==> config.mk <==
export PLATFORM = sky130hd
export DESIGN_NAME = rp_payload_packer
export DESIGN_NICKNAME = d
export VERILOG_FILES = /design/src/rp_pkg.sv /design/src/rp_axil_slave.sv /design/src/rp_payload_packer.sv
export SDC_FILE = /design/constraint.sdc
export NUM_CORES = 1
export LEC_CHECK = 0
export BUFFER_PORTS_ARGS = -buffer_cell sky130_fd_sc_hd__buf_2
export CAP_MARGIN = 15
export CORE_AREA = 2 2 236 238
export DETAILED_ROUTE_END_ITERATION = 7
export DIE_AREA = 0 0 238 240
export PLACE_DENSITY_LB_ADDON = 0.1
export SLEW_MARGIN = 10
export SYNTH_ARGS = -nofsm -noshare
export SYNTH_HDL_FRONTEND = slang
export SYNTH_SLANG_ARGS = --single-unit
==> constraint.sdc <==
create_clock -name i_clock -period 17.93 [get_ports i_clock]
set_input_delay 0.8965 -clock i_clock [delete_from_list [all_inputs] [get_ports i_clock]]
set_output_delay 0.8965 -clock i_clock [all_outputs]
set_load 0.05 [all_outputs]
==> src/rp_pkg.sv <==
// rp_pkg: constants and types for the remote payload packer
package rp_pkg;
    localparam int ADDR_W = 8;
    localparam int LEN_W = 8;
    // register byte offsets
    localparam logic [7:0] OFF_CTRL = 8'h00;
    localparam logic [7:0] OFF_INSTAT_SEL = 8'h04;
    localparam logic [7:0] OFF_TEST_SEL = 8'h08;
    localparam logic [7:0] OFF_MON_SEL = 8'h0C;
    localparam logic [7:0] OFF_TAG_COUNT = 8'h10;
    localparam logic [7:0] OFF_STATUS = 8'h14;
    localparam logic [1:0] TAG_REGION = 2'h1; // addr[7:6], tag table at 0x40..0x7F
    // control register fields
    localparam int CTRL_START = 0;
    localparam int CTRL_GEN_EN = 1;
    localparam int CTRL_OUTSTAT_EN = 2;
    localparam int CTRL_MONOUT_EN = 3;
    // status register fields
    localparam int STAT_BUSY = 0;
    localparam int STAT_START_PEND = 1;
    localparam int STAT_LEN_LSB = 8;
    // reset values
    localparam logic [31:0] CTRL_RST = 32'h0000_0000;
    localparam logic [31:0] SEL_RST = 32'h0000_0000;
    localparam logic [31:0] TAG_VALUE_RST = 32'h0000_0000;
    // bus answers
    localparam logic [1:0] RESP_OKAY = 2'h0;
    localparam logic [1:0] RESP_SLVERR = 2'h2;

    typedef enum logic [1:0] {TAG_BOOL, TAG_BYTE, TAG_WORD, TAG_DWORD} rp_tag_kind_t;

    typedef struct packed {
        logic first;
        logic last;
        logic [7:0] data;
    } rp_beat_t;
endpackage : rp_pkg

==> src/rp_axil_slave.sv <==
// rp_axil_slave: AXI4-Lite handshake front end turning bus traffic into register strobes
`timescale 1ns/1ps
module rp_axil_slave (
    // clock and reset
    input wire logic i_clock,
    input wire logic i_nrst,
    // write address and data
    input wire logic i_awvalid,
    output logic o_awready,
    input wire logic [rp_pkg::ADDR_W-1:0] i_awaddr,
    input wire logic i_wvalid,
    output logic o_wready,
    input wire logic [31:0] i_wdata,
    input wire logic [3:0] i_wstrb,
    // write response
    output logic o_bvalid,
    input wire logic i_bready,
    output logic [1:0] o_bresp,
    // read address and data
    input wire logic i_arvalid,
    output logic o_arready,
    input wire logic [rp_pkg::ADDR_W-1:0] i_araddr,
    output logic o_rvalid,
    input wire logic i_rready,
    output logic [31:0] o_rdata,
    output logic [1:0] o_rresp,
    // register side
    output logic o_wr_en,
    output logic [rp_pkg::ADDR_W-1:0] o_wr_addr,
    output logic [31:0] o_wr_data,
    output logic [3:0] o_wr_strb,
    input wire logic i_wr_err,
    output logic o_rd_en,
    output logic [rp_pkg::ADDR_W-1:0] o_rd_addr,
    input wire logic [31:0] i_rd_data,
    input wire logic i_rd_err
);
    // both halves held and no response outstanding: commit exactly once
    assign o_wr_en = ~o_awready & ~o_wready & ~o_bvalid;

    // write path; address and data are taken in either order
    always_ff @(posedge i_clock) begin
        if (!i_nrst) begin
            o_awready <= 1'b1;
            o_wready <= 1'b1;
            o_bvalid <= 1'b0;
            o_bresp <= rp_pkg::RESP_OKAY;
            o_wr_addr <= '0;
            o_wr_data <= '0;
            o_wr_strb <= '0;
        end else begin
            if (i_awvalid && o_awready) begin
                o_awready <= 1'b0;
                o_wr_addr <= i_awaddr;
            end
            if (i_wvalid && o_wready) begin
                o_wready <= 1'b0;
                o_wr_data <= i_wdata;
                o_wr_strb <= i_wstrb;
            end
            if (o_wr_en) begin
                o_bvalid <= 1'b1;
                o_bresp <= i_wr_err ? rp_pkg::RESP_SLVERR : rp_pkg::RESP_OKAY;
            end
            if (o_bvalid && i_bready) begin
                o_bvalid <= 1'b0;
                o_awready <= 1'b1;
                o_wready <= 1'b1;
            end
        end
    end

    // read path; data is sampled one cycle after the address is taken
    always_ff @(posedge i_clock) begin
        if (!i_nrst) begin
            o_arready <= 1'b1;
            o_rd_en <= 1'b0;
            o_rd_addr <= '0;
            o_rvalid <= 1'b0;
            o_rdata <= '0;
            o_rresp <= rp_pkg::RESP_OKAY;
        end else begin
            o_rd_en <= i_arvalid && o_arready;
            if (i_arvalid && o_arready) begin
                o_arready <= 1'b0;
                o_rd_addr <= i_araddr;
            end
            if (o_rd_en) begin
                o_rvalid <= 1'b1;
                o_rdata <= i_rd_data;
                o_rresp <= i_rd_err ? rp_pkg::RESP_SLVERR : rp_pkg::RESP_OKAY;
            end
            if (o_rvalid && i_rready) begin
                o_rvalid <= 1'b0;
                o_arready <= 1'b1;
            end
        end
    end
endmodule : rp_axil_slave

==> src/rp_payload_packer.sv <==
// rp_payload_packer: builds the remote input payload byte stream from status, monitor and tags
//
// Our own choices: the AXI4-Lite interface to the registers and the register addresses.
`timescale 1ns/1ps
module rp_payload_packer #(
    parameter int N_IN = 5,
    parameter int N_TEST = 2,
    parameter int N_TAG = 8,
    parameter bit LEGACY = 1'b0
) (
    // clock and reset
    input wire logic i_clock,
    input wire logic i_nrst,
    // AXI4-Lite register bus
    input wire logic i_awvalid,
    output logic o_awready,
    input wire logic [rp_pkg::ADDR_W-1:0] i_awaddr,
    input wire logic i_wvalid,
    output logic o_wready,
    input wire logic [31:0] i_wdata,
    input wire logic [3:0] i_wstrb,
    output logic o_bvalid,
    input wire logic i_bready,
    output logic [1:0] o_bresp,
    input wire logic i_arvalid,
    output logic o_arready,
    input wire logic [rp_pkg::ADDR_W-1:0] i_araddr,
    output logic o_rvalid,
    input wire logic i_rready,
    output logic [31:0] o_rdata,
    output logic [1:0] o_rresp,
    // status and monitor sources, same clock
    input wire logic [7:0] i_gen_status,
    input wire logic [8*N_IN-1:0] i_in_status,
    input wire logic [7:0] i_out_status,
    input wire logic [8*N_TEST-1:0] i_test_status,
    input wire logic [8*N_IN-1:0] i_in_monitor,
    input wire logic [7:0] i_out_monitor,
    // frame trigger from device logic
    input wire logic i_send,
    // payload byte stream toward the network master
    output rp_pkg::rp_beat_t o_tx_beat,
    output logic o_tx_valid,
    input wire logic i_tx_ready,
    output logic [rp_pkg::LEN_W-1:0] o_frame_len,
    output logic o_busy
);
    localparam int S = 2 * N_IN + N_TEST + 3;
    localparam int SLOT_W = $clog2(S);
    localparam int TAG_W = $clog2(N_TAG);
    localparam int TCNT_W = $clog2(N_TAG + 1);
    localparam logic [SLOT_W-1:0] SLOT_LAST = SLOT_W'(S - 1);

    typedef enum logic [1:0] {ST_IDLE, ST_SLOTS, ST_TAGS} rp_state_t;

    // register side of the bus front end
    logic wr_en;
    logic [rp_pkg::ADDR_W-1:0] wr_addr;
    logic [31:0] wr_data;
    logic [3:0] wr_strb;
    logic rd_en;
    logic [rp_pkg::ADDR_W-1:0] rd_addr;
    logic [31:0] rd_data;
    logic wr_err;
    logic rd_err;

    // software registers
    logic [31:0] ctrl;
    logic [N_IN-1:0] instat_sel;
    logic [N_TEST-1:0] test_sel;
    logic [N_IN-1:0] mon_sel;
    logic [TCNT_W-1:0] tag_count;
    logic [1:0] tag_kind [N_TAG];
    logic [31:0] tag_value [N_TAG];
    logic start_pend;

    // framer state
    rp_state_t state;
    logic [SLOT_W-1:0] slot;
    logic [TAG_W-1:0] tag_idx;
    logic [1:0] tag_byte;
    logic [rp_pkg::LEN_W-1:0] sent;
    logic [8*S-1:0] snap_bytes;
    logic [S-1:0] snap_en;
    logic [TCNT_W-1:0] snap_tags;

    rp_axil_slave u_bus (
        .i_clock(i_clock),
        .i_nrst(i_nrst),
        .i_awvalid(i_awvalid),
        .o_awready(o_awready),
        .i_awaddr(i_awaddr),
        .i_wvalid(i_wvalid),
        .o_wready(o_wready),
        .i_wdata(i_wdata),
        .i_wstrb(i_wstrb),
        .o_bvalid(o_bvalid),
        .i_bready(i_bready),
        .o_bresp(o_bresp),
        .i_arvalid(i_arvalid),
        .o_arready(o_arready),
        .i_araddr(i_araddr),
        .o_rvalid(o_rvalid),
        .i_rready(i_rready),
        .o_rdata(o_rdata),
        .o_rresp(o_rresp),
        .o_wr_en(wr_en),
        .o_wr_addr(wr_addr),
        .o_wr_data(wr_data),
        .o_wr_strb(wr_strb),
        .i_wr_err(wr_err),
        .o_rd_en(rd_en),
        .o_rd_addr(rd_addr),
        .i_rd_data(rd_data),
        .i_rd_err(rd_err)
    );

    // address decode, shared by reads and writes
    wire logic [31:0] wmask = {{8{wr_strb[3]}}, {8{wr_strb[2]}}, {8{wr_strb[1]}}, {8{wr_strb[0]}}};
    wire logic [31:0] wmerge_ctrl = (ctrl & ~wmask) | (wr_data & wmask);
    wire logic w_ctrl = wr_en && wr_addr == rp_pkg::OFF_CTRL;
    wire logic w_insel = wr_en && wr_addr == rp_pkg::OFF_INSTAT_SEL;
    wire logic w_testsel = wr_en && wr_addr == rp_pkg::OFF_TEST_SEL;
    wire logic w_monsel = wr_en && wr_addr == rp_pkg::OFF_MON_SEL;
    wire logic w_tcount = wr_en && wr_addr == rp_pkg::OFF_TAG_COUNT;
    wire logic [TAG_W-1:0] w_tag_idx = wr_addr[TAG_W+2:3];
    // index compared one bit wider, a 3-bit table size of eight would wrap to zero
    wire logic w_tag_hit = wr_addr[7:6] == rp_pkg::TAG_REGION && 4'(wr_addr[5:3]) < 4'(N_TAG);
    wire logic w_tag = wr_en && w_tag_hit && wr_addr[1:0] == 2'h0;
    wire logic [TAG_W-1:0] r_tag_idx = rd_addr[TAG_W+2:3];
    wire logic r_tag_hit = rd_addr[7:6] == rp_pkg::TAG_REGION && 4'(rd_addr[5:3]) < 4'(N_TAG);
    wire logic [31:0] r_tag_word = rd_addr[2] ? tag_value[r_tag_idx] : {30'h0, tag_kind[r_tag_idx]};
    wire logic w_known = wr_addr == rp_pkg::OFF_CTRL || wr_addr == rp_pkg::OFF_INSTAT_SEL
        || wr_addr == rp_pkg::OFF_TEST_SEL || wr_addr == rp_pkg::OFF_MON_SEL
        || wr_addr == rp_pkg::OFF_TAG_COUNT || wr_addr == rp_pkg::OFF_STATUS
        || (w_tag_hit && wr_addr[1:0] == 2'h0);
    // status is read only; a write there is answered but changes nothing
    assign wr_err = ~w_known;
    assign rd_err = ~(r_tag_hit && rd_addr[1:0] == 2'h0) && rd_data == 32'h0
        && rd_addr != rp_pkg::OFF_CTRL && rd_addr != rp_pkg::OFF_INSTAT_SEL
        && rd_addr != rp_pkg::OFF_TEST_SEL && rd_addr != rp_pkg::OFF_MON_SEL
        && rd_addr != rp_pkg::OFF_TAG_COUNT && rd_addr != rp_pkg::OFF_STATUS;

    // read mux; start bit reads back zero since it is a command, not a setting
    wire logic [31:0] r_status = {16'h0, o_frame_len, 6'h0, start_pend, o_busy};
    assign rd_data = (rd_addr == rp_pkg::OFF_CTRL) ? {ctrl[31:1], 1'b0} :
        (rd_addr == rp_pkg::OFF_INSTAT_SEL) ? 32'(instat_sel) :
        (rd_addr == rp_pkg::OFF_TEST_SEL) ? 32'(test_sel) :
        (rd_addr == rp_pkg::OFF_MON_SEL) ? 32'(mon_sel) :
        (rd_addr == rp_pkg::OFF_TAG_COUNT) ? 32'(tag_count) :
        (rd_addr == rp_pkg::OFF_STATUS) ? r_status :
        (r_tag_hit && rd_addr[1:0] == 2'h0) ? r_tag_word : 32'h0;

    // configuration registers; monitor fields stay zero in the older variant
    always_ff @(posedge i_clock) begin
        if (!i_nrst) begin
            ctrl <= rp_pkg::CTRL_RST;
            instat_sel <= N_IN'(rp_pkg::SEL_RST);
            test_sel <= N_TEST'(rp_pkg::SEL_RST);
            mon_sel <= N_IN'(rp_pkg::SEL_RST);
            tag_count <= '0;
        end else begin
            if (w_ctrl) begin
                ctrl <= {wmerge_ctrl[31:4], wmerge_ctrl[3] & ~LEGACY, wmerge_ctrl[2:1], 1'b0};
            end
            if (w_insel && wr_strb[0]) begin
                instat_sel <= wr_data[N_IN-1:0];
            end
            if (w_testsel && wr_strb[0]) begin
                test_sel <= wr_data[N_TEST-1:0];
            end
            if (w_monsel && wr_strb[0]) begin
                mon_sel <= LEGACY ? '0 : wr_data[N_IN-1:0];
            end
            if (w_tcount && wr_strb[0]) begin
                // counts above the table size are clamped so the walk never overruns
                tag_count <= (wr_data[7:0] > 8'(N_TAG)) ? TCNT_W'(N_TAG) : wr_data[TCNT_W-1:0];
            end
        end
    end

    // tag table in registration order: kind then value per entry
    always_ff @(posedge i_clock) begin
        if (!i_nrst) begin
            for (int i = 0; i < N_TAG; i++) begin
                tag_kind[i] <= rp_pkg::TAG_BOOL;
                tag_value[i] <= rp_pkg::TAG_VALUE_RST;
            end
        end else if (w_tag) begin
            if (!wr_addr[2]) begin
                if (wr_strb[0]) begin
                    tag_kind[w_tag_idx] <= wr_data[1:0];
                end
            end else begin
                tag_value[w_tag_idx] <= (tag_value[w_tag_idx] & ~wmask) | (wr_data & wmask);
            end
        end
    end

    // size of one tag in bytes
    function automatic logic [2:0] tag_size(input logic [1:0] kind);
        unique case (kind)
            rp_pkg::TAG_WORD: tag_size = 3'h2;
            rp_pkg::TAG_DWORD: tag_size = 3'h4;
            default: tag_size = 3'h1;
        endcase
    endfunction : tag_size

    // slot order fixes the layout: status first, then monitor
    wire logic mon_allowed = ~LEGACY;
    wire logic [S-1:0] live_en = {ctrl[rp_pkg::CTRL_MONOUT_EN] & mon_allowed,
        mon_sel & {N_IN{mon_allowed}},
        test_sel,
        ctrl[rp_pkg::CTRL_OUTSTAT_EN],
        instat_sel,
        ctrl[rp_pkg::CTRL_GEN_EN]};
    wire logic [8*S-1:0] live_bytes = {i_out_monitor, i_in_monitor, i_test_status,
        i_out_status, i_in_status, i_gen_status};

    // total length: enabled slots plus sizes of registered tags
    logic [rp_pkg::LEN_W-1:0] live_len;
    always_comb begin
        live_len = '0;
        for (int i = 0; i < S; i++) begin
            live_len = live_len + rp_pkg::LEN_W'(live_en[i]);
        end
        for (int i = 0; i < N_TAG; i++) begin
            if (TCNT_W'(i) < tag_count) begin
                live_len = live_len + rp_pkg::LEN_W'(tag_size(tag_kind[i]));
            end
        end
    end

    // stream control
    wire logic adv = ~o_tx_valid | i_tx_ready;
    wire logic slot_hit = snap_en[slot];
    wire logic [7:0] slot_byte = snap_bytes[8*slot +: 8];
    wire logic [31:0] cur_tag = tag_value[tag_idx];
    wire logic [2:0] cur_size = tag_size(tag_kind[tag_idx]);
    wire logic tag_end = 3'(tag_byte) == cur_size - 3'h1;
    wire logic last_tag = TCNT_W'(tag_idx) == snap_tags - TCNT_W'(1);
    wire logic emit = adv && ((state == ST_SLOTS && slot_hit) || state == ST_TAGS);
    wire logic [7:0] emit_byte = (state == ST_TAGS) ? cur_tag[8*tag_byte +: 8] : slot_byte;

    // a send request waits here; a new one in the take cycle is kept
    always_ff @(posedge i_clock) begin
        if (!i_nrst) begin
            start_pend <= 1'b0;
        end else begin
            start_pend <= (w_ctrl && wr_strb[0] && wr_data[rp_pkg::CTRL_START]) || i_send
                || (start_pend && (state != ST_IDLE || o_tx_valid));
        end
    end

    // frame walk: one slot or one tag byte per accepted cycle
    always_ff @(posedge i_clock) begin
        if (!i_nrst) begin
            state <= ST_IDLE;
            slot <= '0;
            tag_idx <= '0;
            tag_byte <= '0;
            snap_bytes <= '0;
            snap_en <= '0;
            snap_tags <= '0;
            o_frame_len <= '0;
        end else begin
            unique case (state)
                ST_IDLE: begin
                    // the previous last beat must leave first so its length stays valid
                    if (start_pend && !o_tx_valid) begin
                        // inputs are frozen so one frame is self consistent
                        snap_bytes <= live_bytes;
                        snap_en <= live_en;
                        snap_tags <= tag_count;
                        o_frame_len <= live_len;
                        slot <= '0;
                        tag_idx <= '0;
                        tag_byte <= '0;
                        state <= ST_SLOTS;
                    end
                end
                ST_SLOTS: begin
                    // disabled slots are skipped, so nothing is reserved for them
                    if (adv) begin
                        slot <= slot + SLOT_W'(1);
                        if (slot == SLOT_LAST) begin
                            state <= (snap_tags == '0) ? ST_IDLE : ST_TAGS;
                        end
                    end
                end
                ST_TAGS: begin
                    if (adv) begin
                        tag_byte <= tag_end ? 2'h0 : tag_byte + 2'h1;
                        if (tag_end) begin
                            tag_idx <= tag_idx + TAG_W'(1);
                            if (last_tag) begin
                                state <= ST_IDLE;
                            end
                        end
                    end
                end
            endcase
        end
    end

    // output beat register, low byte of a multi-byte tag first
    always_ff @(posedge i_clock) begin
        if (!i_nrst) begin
            o_tx_valid <= 1'b0;
            o_tx_beat <= '0;
            sent <= '0;
        end else if (emit) begin
            o_tx_valid <= 1'b1;
            o_tx_beat.data <= emit_byte;
            o_tx_beat.first <= sent == '0;
            o_tx_beat.last <= sent == o_frame_len - rp_pkg::LEN_W'(1);
            sent <= (sent == o_frame_len - rp_pkg::LEN_W'(1)) ? '0 : sent + rp_pkg::LEN_W'(1);
        end else if (adv) begin
            o_tx_valid <= 1'b0;
        end
    end

    // busy until the final beat has been taken
    always_ff @(posedge i_clock) begin
        if (!i_nrst) begin
            o_busy <= 1'b0;
        end else begin
            o_busy <= start_pend || state != ST_IDLE || (o_tx_valid && !i_tx_ready) || emit;
        end
    end
endmodule : rp_payload_packer

Word level (Yosys, flattened, before mapping)
Memory sizes are Yosys's and may differ from the RTL's. A register that Yosys moved wholly into a read port is not among the register bits. Cells that the tools add are included. Widths: inputs -> output; s select.

Bitwise operators: 15. Eq/ne operators: 47. Magnitude comparators: 10. Reductions and logical operators: 69. Shifts and indexed selects: 2. $add $sub $neg: 29. Mux-type cells: 87.

Operator list (count): $mux 32 (9); $shiftx 120x8->8 (1); $and 32x32->32 (3); $mux 8 (10); $mux 3 (23); $add 8x3->8 (8); $or 32x32->32 (2); $pmux 3 s2 (10); $add 8x1->8 (7); $eq 2x2->1 const B (19); $eq 8x4->1 const B (4); $eq 8x5->1 const B (4); $logic_and 1x1->1 (32); $logic_not 32->1 (1); $not 32->32 (1); $reduce_or 32->1 (1); $shiftx 32x6->8 (1); $mux 2 (13); $logic_not 8->1 (3); $eq 8x3->1 const B (2); $lt 3x4->1 const A (4); $ne 8x4->1 const B (2); $ne 8x5->1 const B (2); $mux 1 (15); other kinds (45) (82).

Bits in writable memories: 272. Word-level logic and storage cells: 294. Input bits: 181. Memories: 2. Register bits after elaboration: 320. Output and inout port bits: 61.

Memories: tag_value (depth 8, bits a word 32, read ports 3, clocked after memory_dff 3, write ports 8, RTL line rp_payload_packer.sv:74) `logic [31:0] tag_value [N_TAG];`; tag_kind (depth 8, bits a word 2, read ports 10, clocked after memory_dff 2, write ports 8, RTL line rp_payload_packer.sv:73) `logic [1:0] tag_kind [N_TAG];`.

Logic depth before layout (Yosys ltp)
Gate-level depths: netlist (run 1).

Depth after elaboration: 30. Gate-level depth with buffers: 39. Mapped depth without buffers: 39.

Modules after synthesis
A second synthesis (run 1) with hierarchy kept.

Cells, all modules: 3103. Area, all modules: 32721.4 um^2.

Modules (own cells, without submodules): rp_payload_packer (cells each 2736, area an instance 28850.2 um^2, sequential area each 12752.2 um^2, times used 1); rp_axil_slave (cells each 367, area an instance 3871.2 um^2, sequential area each 1841.8 um^2, times used 1).

Least setup slack after synthesis (run 1)
No wires, ideal clock.

Path kind: register to register. From: register instat_sel[2]. To: register o_frame_len[6] (netlist bit). Path buffers: 0. Arrival time: 9.733 ns. Clock period less this slack: 9.807 ns. Setup slack: 8.123 ns. Cell stages (with the launch flop): 38. Path through: dfxtp_1 -> inv_1 -> fa_1 -> fa_1 -> fa_1 -> fa_1 -> fa_1 -> fa_1 -> fa_1 -> a21oi_1 -> inv_1 -> fa_1 -> a21oi_1 -> inv_1 -> fa_1 -> a21oi_1 -> inv_1 -> fa_1 -> (+2 left out) -> fa_1 -> mux2i_1 -> inv_1 -> fa_1 -> nor2b_1 -> nor3_1 -> a21o_1 -> ha_1 -> nor2b_1 -> o21bai_1 -> o31ai_1 -> nand2_1 -> o21ai_1 -> a221oi_1 -> xor2_1 -> nor2_1 -> a21bo_2 -> a31oi_1.

Longest elaborated chain between the ends: 28.

RTL lines: from (decl) (RTL line rp_payload_packer.sv:69) `logic [N_IN-1:0] instat_sel;`; from (signal assigned) (RTL line rp_payload_packer.sv:158) `instat_sel <= N_IN'(rp_pkg::SEL_RST);`; from (signal assigned) (RTL line rp_payload_packer.sv:167) `instat_sel <= wr_data[N_IN-1:0];`; $add 3x1->4 (*) (RTL line rp_payload_packer.sv:225) `live_len = live_len + rp_pkg::LEN_W'(live_en[i]);`; $add 4x1->5 (*) (RTL line rp_payload_packer.sv:225); $add 5x1->6 (*) (RTL line rp_payload_packer.sv:225); $add 6x1->7 (*) (RTL line rp_payload_packer.sv:225); $add 7x1->8 (*) (RTL line rp_payload_packer.sv:225); $add 8x1->8 (*) (7 in a row) (RTL line rp_payload_packer.sv:225); $add 8x3->8 (RTL line rp_payload_packer.sv:229) `live_len = live_len + rp_pkg::LEN_W'(tag_size(tag_kind[i]));`; $mux 8 (*) (RTL line rp_payload_packer.sv:228) `if (TCNT_W'(i) < tag_count) begin`; (+6 left out); $add 8x3->8 (RTL line rp_payload_packer.sv:229); $mux 8 (*) (RTL line rp_payload_packer.sv:228); $add 8x3->8 (RTL line rp_payload_packer.sv:229); $mux 8 (*) (RTL line rp_payload_packer.sv:228); $add 8x3->8 (RTL line rp_payload_packer.sv:229); $mux 8 (*) (RTL line rp_payload_packer.sv:228); $add 8x3->8 (RTL line rp_payload_packer.sv:229); $mux 8 (*) (RTL line rp_payload_packer.sv:228); to (signal assigned) (RTL line rp_payload_packer.sv:275) `o_frame_len <= live_len;`; to (decl) (RTL line rp_payload_packer.sv:45) `output logic [rp_pkg::LEN_W-1:0] o_frame_len,`.

Mark *: on every way between the ends. The rest lies on a longest branch, timed or not. A chain may end at the register's enable or synchronous reset.

Final worst setup path (run 1)
From: register instat_sel[4]. To: register o_frame_len[6] (netlist bit).

Longest elaborated chain between the ends: 26.

RTL lines (RTL line): $add 5x1->6 (*) (rp_payload_packer.sv:225); $add 6x1->7 (*) (rp_payload_packer.sv:225); $add 7x1->8 (*) (rp_payload_packer.sv:225); $add 8x1->8 (*) (7 in a row) (rp_payload_packer.sv:225); $add 8x3->8 (rp_payload_packer.sv:229); $mux 8 (*) (rp_payload_packer.sv:228); $add 8x3->8 (rp_payload_packer.sv:229); $mux 8 (*) (rp_payload_packer.sv:228); (+4 left out); $add 8x3->8 (rp_payload_packer.sv:229); $mux 8 (*) (rp_payload_packer.sv:228); $add 8x3->8 (rp_payload_packer.sv:229); $mux 8 (*) (rp_payload_packer.sv:228); $add 8x3->8 (rp_payload_packer.sv:229); $mux 8 (*) (rp_payload_packer.sv:228); $add 8x3->8 (rp_payload_packer.sv:229); $mux 8 (*) (rp_payload_packer.sv:228).

Marked as above.

==> results of run 1 <==
## registers in the layout (all words and copies together) (netlist names), 3 cells and up, named ones only
register	count
tag_value	256
snap_bytes	120
u_bus.o_rdata	32
u_bus.o_wr_data	32
tag_kind	16
snap_en	15
o_tx_beat	10
o_frame_len	8
sent	8
u_bus.o_rd_addr	8
u_bus.o_wr_addr	8
instat_sel	5
mon_sel	5
slot	4
snap_tags	4
tag_count	4
u_bus.o_wr_strb	4
tag_idx	3
## routing by layer
metal / global-route usage, % / share of wire (%) / vias up
li1: - / - / 11100
met4: 16.0 / 5.0 / 2
met5: 0 / 0.013 / -
met1: 43.4 / 38 / 12400
met3: 6.27 / 9.0 / 275
met2: 57.0 / 48 / 1304
## where the power goes
| part | switching, uW | internal (uW) |
|---|---|---|
| clock | 558 | 729 |
| combinational | 228 | 143 |
| sequential | 54.4 | 1480 |
## kinds of logic (layout without fill, tap and decap cells)
group,after synthesis,after routing
other cells,1,4
compound gates,511,511
flops,599,599
mux,369,369
buf+inv,307,479
simple gates,1121,1121
xor+xnor,49,49
fa+ha+maj,56,56
## cell usage in the layout, fill, tap and decap left out, drive strengths merged, types with 15 or more instances in the layout
master | netlist | layout
and2 | 16 | 16
inv | 79 | 83
o21ai | 60 | 60
nand2b | 21 | 21
nand3 | 78 | 78
o211ai | 21 | 21
nor3 | 18 | 18
xor2 | 21 | 21
nor2 | 374 | 374
edfxtp | 272 | 272
mux4 | 254 | 254
dfxtp | 327 | 327
clkbuf | 183 | 100
mux2i | 109 | 109
nor2b | 40 | 40
xnor2 | 28 | 28
clkinv | 0 | 15
nand2 | 520 | 520
ha | 37 | 37
o211a | 31 | 31
a21oi | 92 | 92
buf | 45 | 281
a21boi | 240 | 240
fa | 18 | 18
## how the worst max path moves through the flow
stage                     cells after the start                     endpoint                       start  slack (ns)
after floorplan                              37  o_frame_len[6]$_SDFFE_PN0P_  instat_sel[2]$_SDFFE_PN0P_        8.12
after global placement                       37  o_frame_len[6]$_SDFFE_PN0P_  instat_sel[2]$_SDFFE_PN0P_        7.40
after detailed placement                     37  o_frame_len[6]$_SDFFE_PN0P_  instat_sel[2]$_SDFFE_PN0P_        7.26
after CTS                                    37  o_frame_len[6]$_SDFFE_PN0P_  instat_sel[2]$_SDFFE_PN0P_        7.23
after global routing                         37  o_frame_len[6]$_SDFFE_PN0P_  instat_sel[4]$_SDFFE_PN0P_        6.51
final                                        37  o_frame_len[6]$_SDFFE_PN0P_  instat_sel[4]$_SDFFE_PN0P_        7.20
## worst max-delay path, delay by kind of cell, from the launching register on
kind,cells,cell delay (ns)
adder cells (fa/ha/maj),13,6.06
AO/OA/AOI/OAI,11,2.53
AND/OR/NAND/NOR,6,0.64
buffers and inverters,5,0.46
flip-flops,1,0.39
XOR/XNOR,1,0.30
multiplexers,1,0.25
## per-stage QoR
| stage | setup slack [ns] | utilization (%) | hold WS (ns) | cell area (sq um) |
|---|---|---|---|---|
| floorplan | 8.12 | - | 0.438 | 32400 |
| detailed placement | 7.26 | 62.3 | 0.455 | 34000 |
| global placement | 7.40 | 62.3 | 0.450 | 34000 |
| finish | 7.20 | 65.9 | 0.462 | 36000 |
| CTS | 7.23 | 65.9 | 0.463 | 36000 |
| global route | 6.51 | 65.9 | 0.486 | 36000 |
## final cells by class
class                      count  area [sq um]  area share (%)
antenna                        2          5.00          0.0139
clock buffer                  99          1880            5.21
multi-input combinational   2108         16600            46.0
timing repair buffer         282          1540            4.27
clock inverter                19           125           0.347
sequential                   599         14700            40.9
inverter                      79           297           0.823
tap                          704           881            2.44
==> run_results.csv, run 1 <==
group,metric,value,unit
synthesis,synth_mux_area_share,21.2,%
setup_path,worst_path_most_repeated_cell,"sky130_fd_sc_hd__fa_1",
setup_path,start_kind,"flop",
synthesis,main_combinational_cell_family_by_area_after_synthesis,"multiplexers",
timing,timing.final.setup_violations,0,
setup_path,critPathCaptureType,"flop",
synthesis,yosys_most_used_dff,"sky130_fd_sc_hd__dfxtp_1",
placed_design,dpl.cell_count,3772,
pwr,powerDensity,88.6,nW/um^2
hold_path,worstHoldPathType,"reg -> reg",
synthesis,netlist_area,32400,sq um
global_routing,globalRouteTotalUtil,34.1,%
layout,area_overhead_of_the_layout_relative_to_synthesis,11.1,%
floorplanning,floorplan.die.width,238,microns
timing,tightestPinTransition,1.15,ns
timing,max_freq,93.2,MHz
synthesis,synth.avg_cell_area,10.8,sq um
cts,post-cts-setup-buffer-count,0,
detailed_routing,drt-vias-per-instance,6.44,
timing,timing.setup.tns,0,ns
timing,headroom_to_the_max_slew_limit,23.1,%
placed_design,routability_cong,0.895,
synthesis,postSynthRegisterBits,599,
setup_path,path_class,"reg -> reg",
floorplanning,core_area,54700,sq um
timing,hold_viol,0,
cts,htreeDepth,3,
synthesis,asyncSetResetFlopFracSynth,0,%
synthesis,yosys.area.top_type,"sky130_fd_sc_hd__edfxtp_1",
setup_path,highest_fanout_seen_on_the_critical_path,7,
hold_path,hold-path-cell-count,2,
synthesis,ys_top_cells_by_count,"520 x sky130_fd_sc_hd__nand2_1, 374 x sky130_fd_sc_hd__nor2_1, 327 x sky130_fd_sc_hd__dfxtp_1, 272 x sky130_fd_sc_hd__edfxtp_1, 254 x sky130_fd_sc_hd__mux4_2",
cts,cts-buffers-inserted,66,
detailed_routing,routed_wirelength,97.4,mm
floorplanning,die_height,240,microns
timing,timing.clock.skew,0.0249,ns
floorplanning,row_count,86,
global_routing,first_pass_grt_wire_length,147,mm
synthesis,synth.distinct_cells,74,
pwr,power.ir.vdd_worst,69.9,uV
cts,ctsRootBufferMaster,"sky130_fd_sc_hd__clkbuf_16",
setup_path,regToRegSetupSlack,7.20,ns
global_routing,maximum_number_of_pins_on_one_net_before_global_route_repair,242,
layout,finish.cell_count_without_fillers,3892,
synthesis,number_of_enable_flip_flop_cells_after_synthesis,272,
synthesis,synth_top_area_share,25.2,%
placed_design,dp_hpwl,62.7,mm
synthesis,post_synth_fa_ha_maj_area_fraction,2.57,%
synthesis,yosys.cell_count.top_type,"sky130_fd_sc_hd__nand2_1",
cts,clock_latency_on_the_worst_skew_pair,0.62,ns
setup_path,worst_r2r_end,"o_frame_len[6]$_SDFFE_PN0P_",
layout,nFillCells,4238,
pwr,p_leak,0.0129,uW
timing,period_needed,10.73,ns
floorplanning,initial_core_util,59.3,%
synthesis,synth.top_cells.by_area,"sky130_fd_sc_hd__edfxtp_1 25%, sky130_fd_sc_hd__dfxtp_1 20%, sky130_fd_sc_hd__mux4_2 18%, sky130_fd_sc_hd__nand2_1 6.0%, sky130_fd_sc_hd__a21boi_0 5.5%",
placed_design,io_buffers,239,
layout,nets,3372,
setup_path,critical_path.slowest_cell,"sky130_fd_sc_hd__fa_1",
synthesis,yosys_warnings,0,
hold_path,hold_start,"snap_en[6]$_SDFFE_PN0P_",
detailed_routing,antenna_left,0,
detailed_routing,routedWlPerCell,25.0,microns
floorplanning,floorplan.die_area,57100,sq um
cts,clock_tree.buffer_depth,3,
timing,finalCritPeriodShare,59.9,%
detailed_routing,vias,25000,
synthesis,yosysSeqAreaShare,45.4,%
floorplanning,floorplan.io_pins,242,
setup_path,slowest_delay,0.63,ns
cts,cts_hold_buf,0,
synthesis,synth_compound_area_share,11.3,%
global_routing,remaining_overflow_grt,0,
setup_path,crit_required,18.46,ns
cts,clock_sinks,599,
global_routing,first_global_vias,24800,
flow_run,max_cap_viol_count,0,
synthesis,fraction_of_the_mapped_netlist_area_in_simple_logic_gates,14.5,%
timing,grt_setup_unrepaired,"false",
detailed_routing,detail_route.first_pass.iterations,6,
pwr,fin_total_pwr,3190,uW
cts,tritoncts,"built",
detailed_routing,drtIter0Drc,2434,
timing,timing_max_transition_violations_final,0,
synthesis,post_synth_xor_area_fraction,1.40,%
setup_path,reg2reg_depth,37,
status,outcome,"completed",
setup_path,r2r-start,"instat_sel[4]$_SDFFE_PN0P_",
global_routing,antenna_found_initial,3,
layout,post_route_cells_drive_above_1_share,21.4,%
cts,cts-resized-gates,0,
synthesis,post_synth_inst_count,3013,
detailed_routing,post-route-drc-count,0,
cts,clk_pin_slew,0.06,ns
hold_path,holdPathEnd,"snap_en[6]$_SDFFE_PN0P_",
setup_path,critPathArrivalTime,11.26,ns
No activity file was read; power rests on OpenSTA's default activity.
==> run 2: changes to the inputs <==
Settings changed: CORE_AREA 2 2 236 238 to 2 2 246 248, DIE_AREA 0 0 238 240 to 0 0 248 250.
Clock period 17.93 ns to 9.8 ns, I/O delays scaled along.
==> run_results.csv, run 2 (same netlist as run 1, synthesis figures left out) <==
group,metric,value,unit
layout,multi_input_area,16800,sq um
layout,mostFrequentLayoutCells,"519 x sky130_fd_sc_hd__nand2_1, 369 x sky130_fd_sc_hd__nor2_1, 313 x sky130_fd_sc_hd__dfxtp_1",
timing,period_needed,9.66,ns
timing,timing.final.setup_violations,0,
timing,tightestPinTransition,1.13,ns
setup_path,start_kind,"flop",
floorplanning,row_count,90,
global_routing,first_pass_grt_wire_length,149,mm
setup_path,dominant_delay_contributor_by_cell_family_on_the_critical_path,"adder cells",
global_routing,maximum_number_of_pins_on_one_net_before_global_route_repair,119,
global_routing,antenna_found_initial,5,
global_routing,globalRouteTotalUtil,32.0,%
layout,registers.top_by_ff_count,"tag_value",
layout,area_overhead_of_the_layout_relative_to_synthesis,13.4,%
cts,clock_tree.buffer_depth,3,
detailed_routing,drtIter0Drc,2546,
pwr,p_leak,0.0132,uW
cts,ctsRootBufferMaster,"sky130_fd_sc_hd__clkbuf_16",
global_routing,first_global_vias,25100,
placed_design,dp_slack,-0.280,ns
timing,final.setup.worst_slack,0.144,ns
setup_path,slowest_delay,0.63,ns
timing,finalCritPeriodShare,98.5,%
cts,cts-buffers-inserted,67,
timing,timing_max_transition_violations_final,0,
layout,post-route-cell-area,36800,sq um
setup_path,path_class,"reg -> reg",
status,outcome,"completed",
setup_path,critPathCaptureType,"flop",
timing,max_freq,104,MHz
setup_path,highest_fanout_seen_on_the_critical_path,5,
layout,mostFrequentLayoutCell,"sky130_fd_sc_hd__nand2_1",
floorplanning,initial_core_util,54.5,%
timing,headroom_to_the_max_slew_limit,24.9,%
detailed_routing,routedWlPerCell,24.6,microns
layout,post_route_cells_drive_above_1_share,23.9,%
setup_path,worst_path_most_repeated_cell,"sky130_fd_sc_hd__fa_1",
flow_run,max_cap_viol_count,0,
layout,nFillCells,4891,
layout,regArea,14700,sq um
floorplanning,floorplan.die.width,248,microns
cts,tritoncts,"built",
detailed_routing,detail_route.first_pass.iterations,7,
cts,clock_latency_on_the_worst_skew_pair,0.61,ns
floorplanning,die_height,250,microns
layout,largest_reg_flops,256,
pwr,powerDensity,162,nW/um^2
global_routing,remaining_overflow_grt,0,
timing,timing.clock.skew,0.0329,ns
timing,hold_viol,0,
cts,htreeDepth,3,
placed_design,placed_cell_areas,34300,sq um
detailed_routing,post-route-drc-count,0,
floorplanning,floorplan.io_pins,242,
floorplanning,core_area,59600,sq um
detailed_routing,antenna_left,0,
layout,nets,3410,
timing,grt_setup_unrepaired,"true",
setup_path,number_of_buffer_and_inverter_instances_along_the_worst_setup_path,6,
pwr,fin_total_pwr,5970,uW
placed_design,routability_cong,0.854,
detailed_routing,drt-vias-per-instance,6.25,
hold_path,worstHoldPathType,"in -> reg",
cts,clock_sinks,599,
setup_path,critical_path.slowest_cell,"sky130_fd_sc_hd__fa_2",
placed_design,io_buffers,239,
layout,largest_registers,"tag_value x256, snap_bytes x120",
pwr,power.ir.vdd_worst,158,uV
setup_path,crit_required,10.30,ns
cts,clk_pin_slew,0.06,ns
placed_design,dp_hpwl,63.9,mm
detailed_routing,vias,25100,
floorplanning,floorplan.die_area,62000,sq um
detailed_routing,routed_wirelength,98.9,mm
setup_path,critPathArrivalTime,10.16,ns
-- run 2: area by class of cell --
type	count	area share [%]
inverters	79	0.806
clock buffers	105	5.37
repair buffers	319	4.92
well taps	782	2.66
flip-flops and latches	599	40.1
diodes	6	0.0408
clock inverters	15	0.480
multi-input cells	2108	45.6
-- run 2: metal layers --
metal / wire, microns / part of all wire, % / vias up / track usage [%]
li1: - / - / 11200 / -
met1: 37700 / 38 / 12500 / 41.1
met2: 48800 / 49 / 1169 / 53.5
met3: 8060 / 8.1 / 258 / 4.77
met4: 4410 / 4.5 / 0 / 14.3
met5: 0 / 0 / - / 0
-- run 2: power by group --
part	total, uW	leakage [uW]	switching [uW]	internal [uW]
sequential	2810	0.00548	98.2	2710
combinational	682	0.00665	418	263
clock	2480	0.00106	1020	1470
-- run 2: repair_timing --
item	4_1_cts	5_1_grt
pin swaps	4	19
buffers inserted	0	11
hold buffers	0	0
endpoints found under the setup margin	5	7
resized for setup	10	42
-- run 2: worst paths after layout --
path	slack, ns	end	startpoint	cells past startpoint
worst max register to register	0.14	o_frame_len[6]$_SDFFE_PN0P_	flop	36
worst min register to register	0.46	flop	flop	2
worst min-delay path	0.09	u_bus.o_wready$_SDFFE_PP1P_	i_wvalid	2
worst max-delay path	0.14	o_frame_len[6]$_SDFFE_PN0P_	flop	36
-- run 2: stage by stage --
| stage | util, % | hold WS, ns | std cells | setup TNS (ns) |
|---|---|---|---|---|
| floorplan | - | 0.438 | 3014 | 0 |
| global placement | 57.6 | 0.449 | 3876 | -0.179 |
| CTS | 61.2 | 0.0566 | 3996 | 0 |
| global route | 61.7 | 0.0885 | 4011 | -1.21 |
| detailed placement | 57.6 | 0.457 | 3876 | -1.06 |
| finish | 61.7 | 0.0878 | 4013 | 0 |
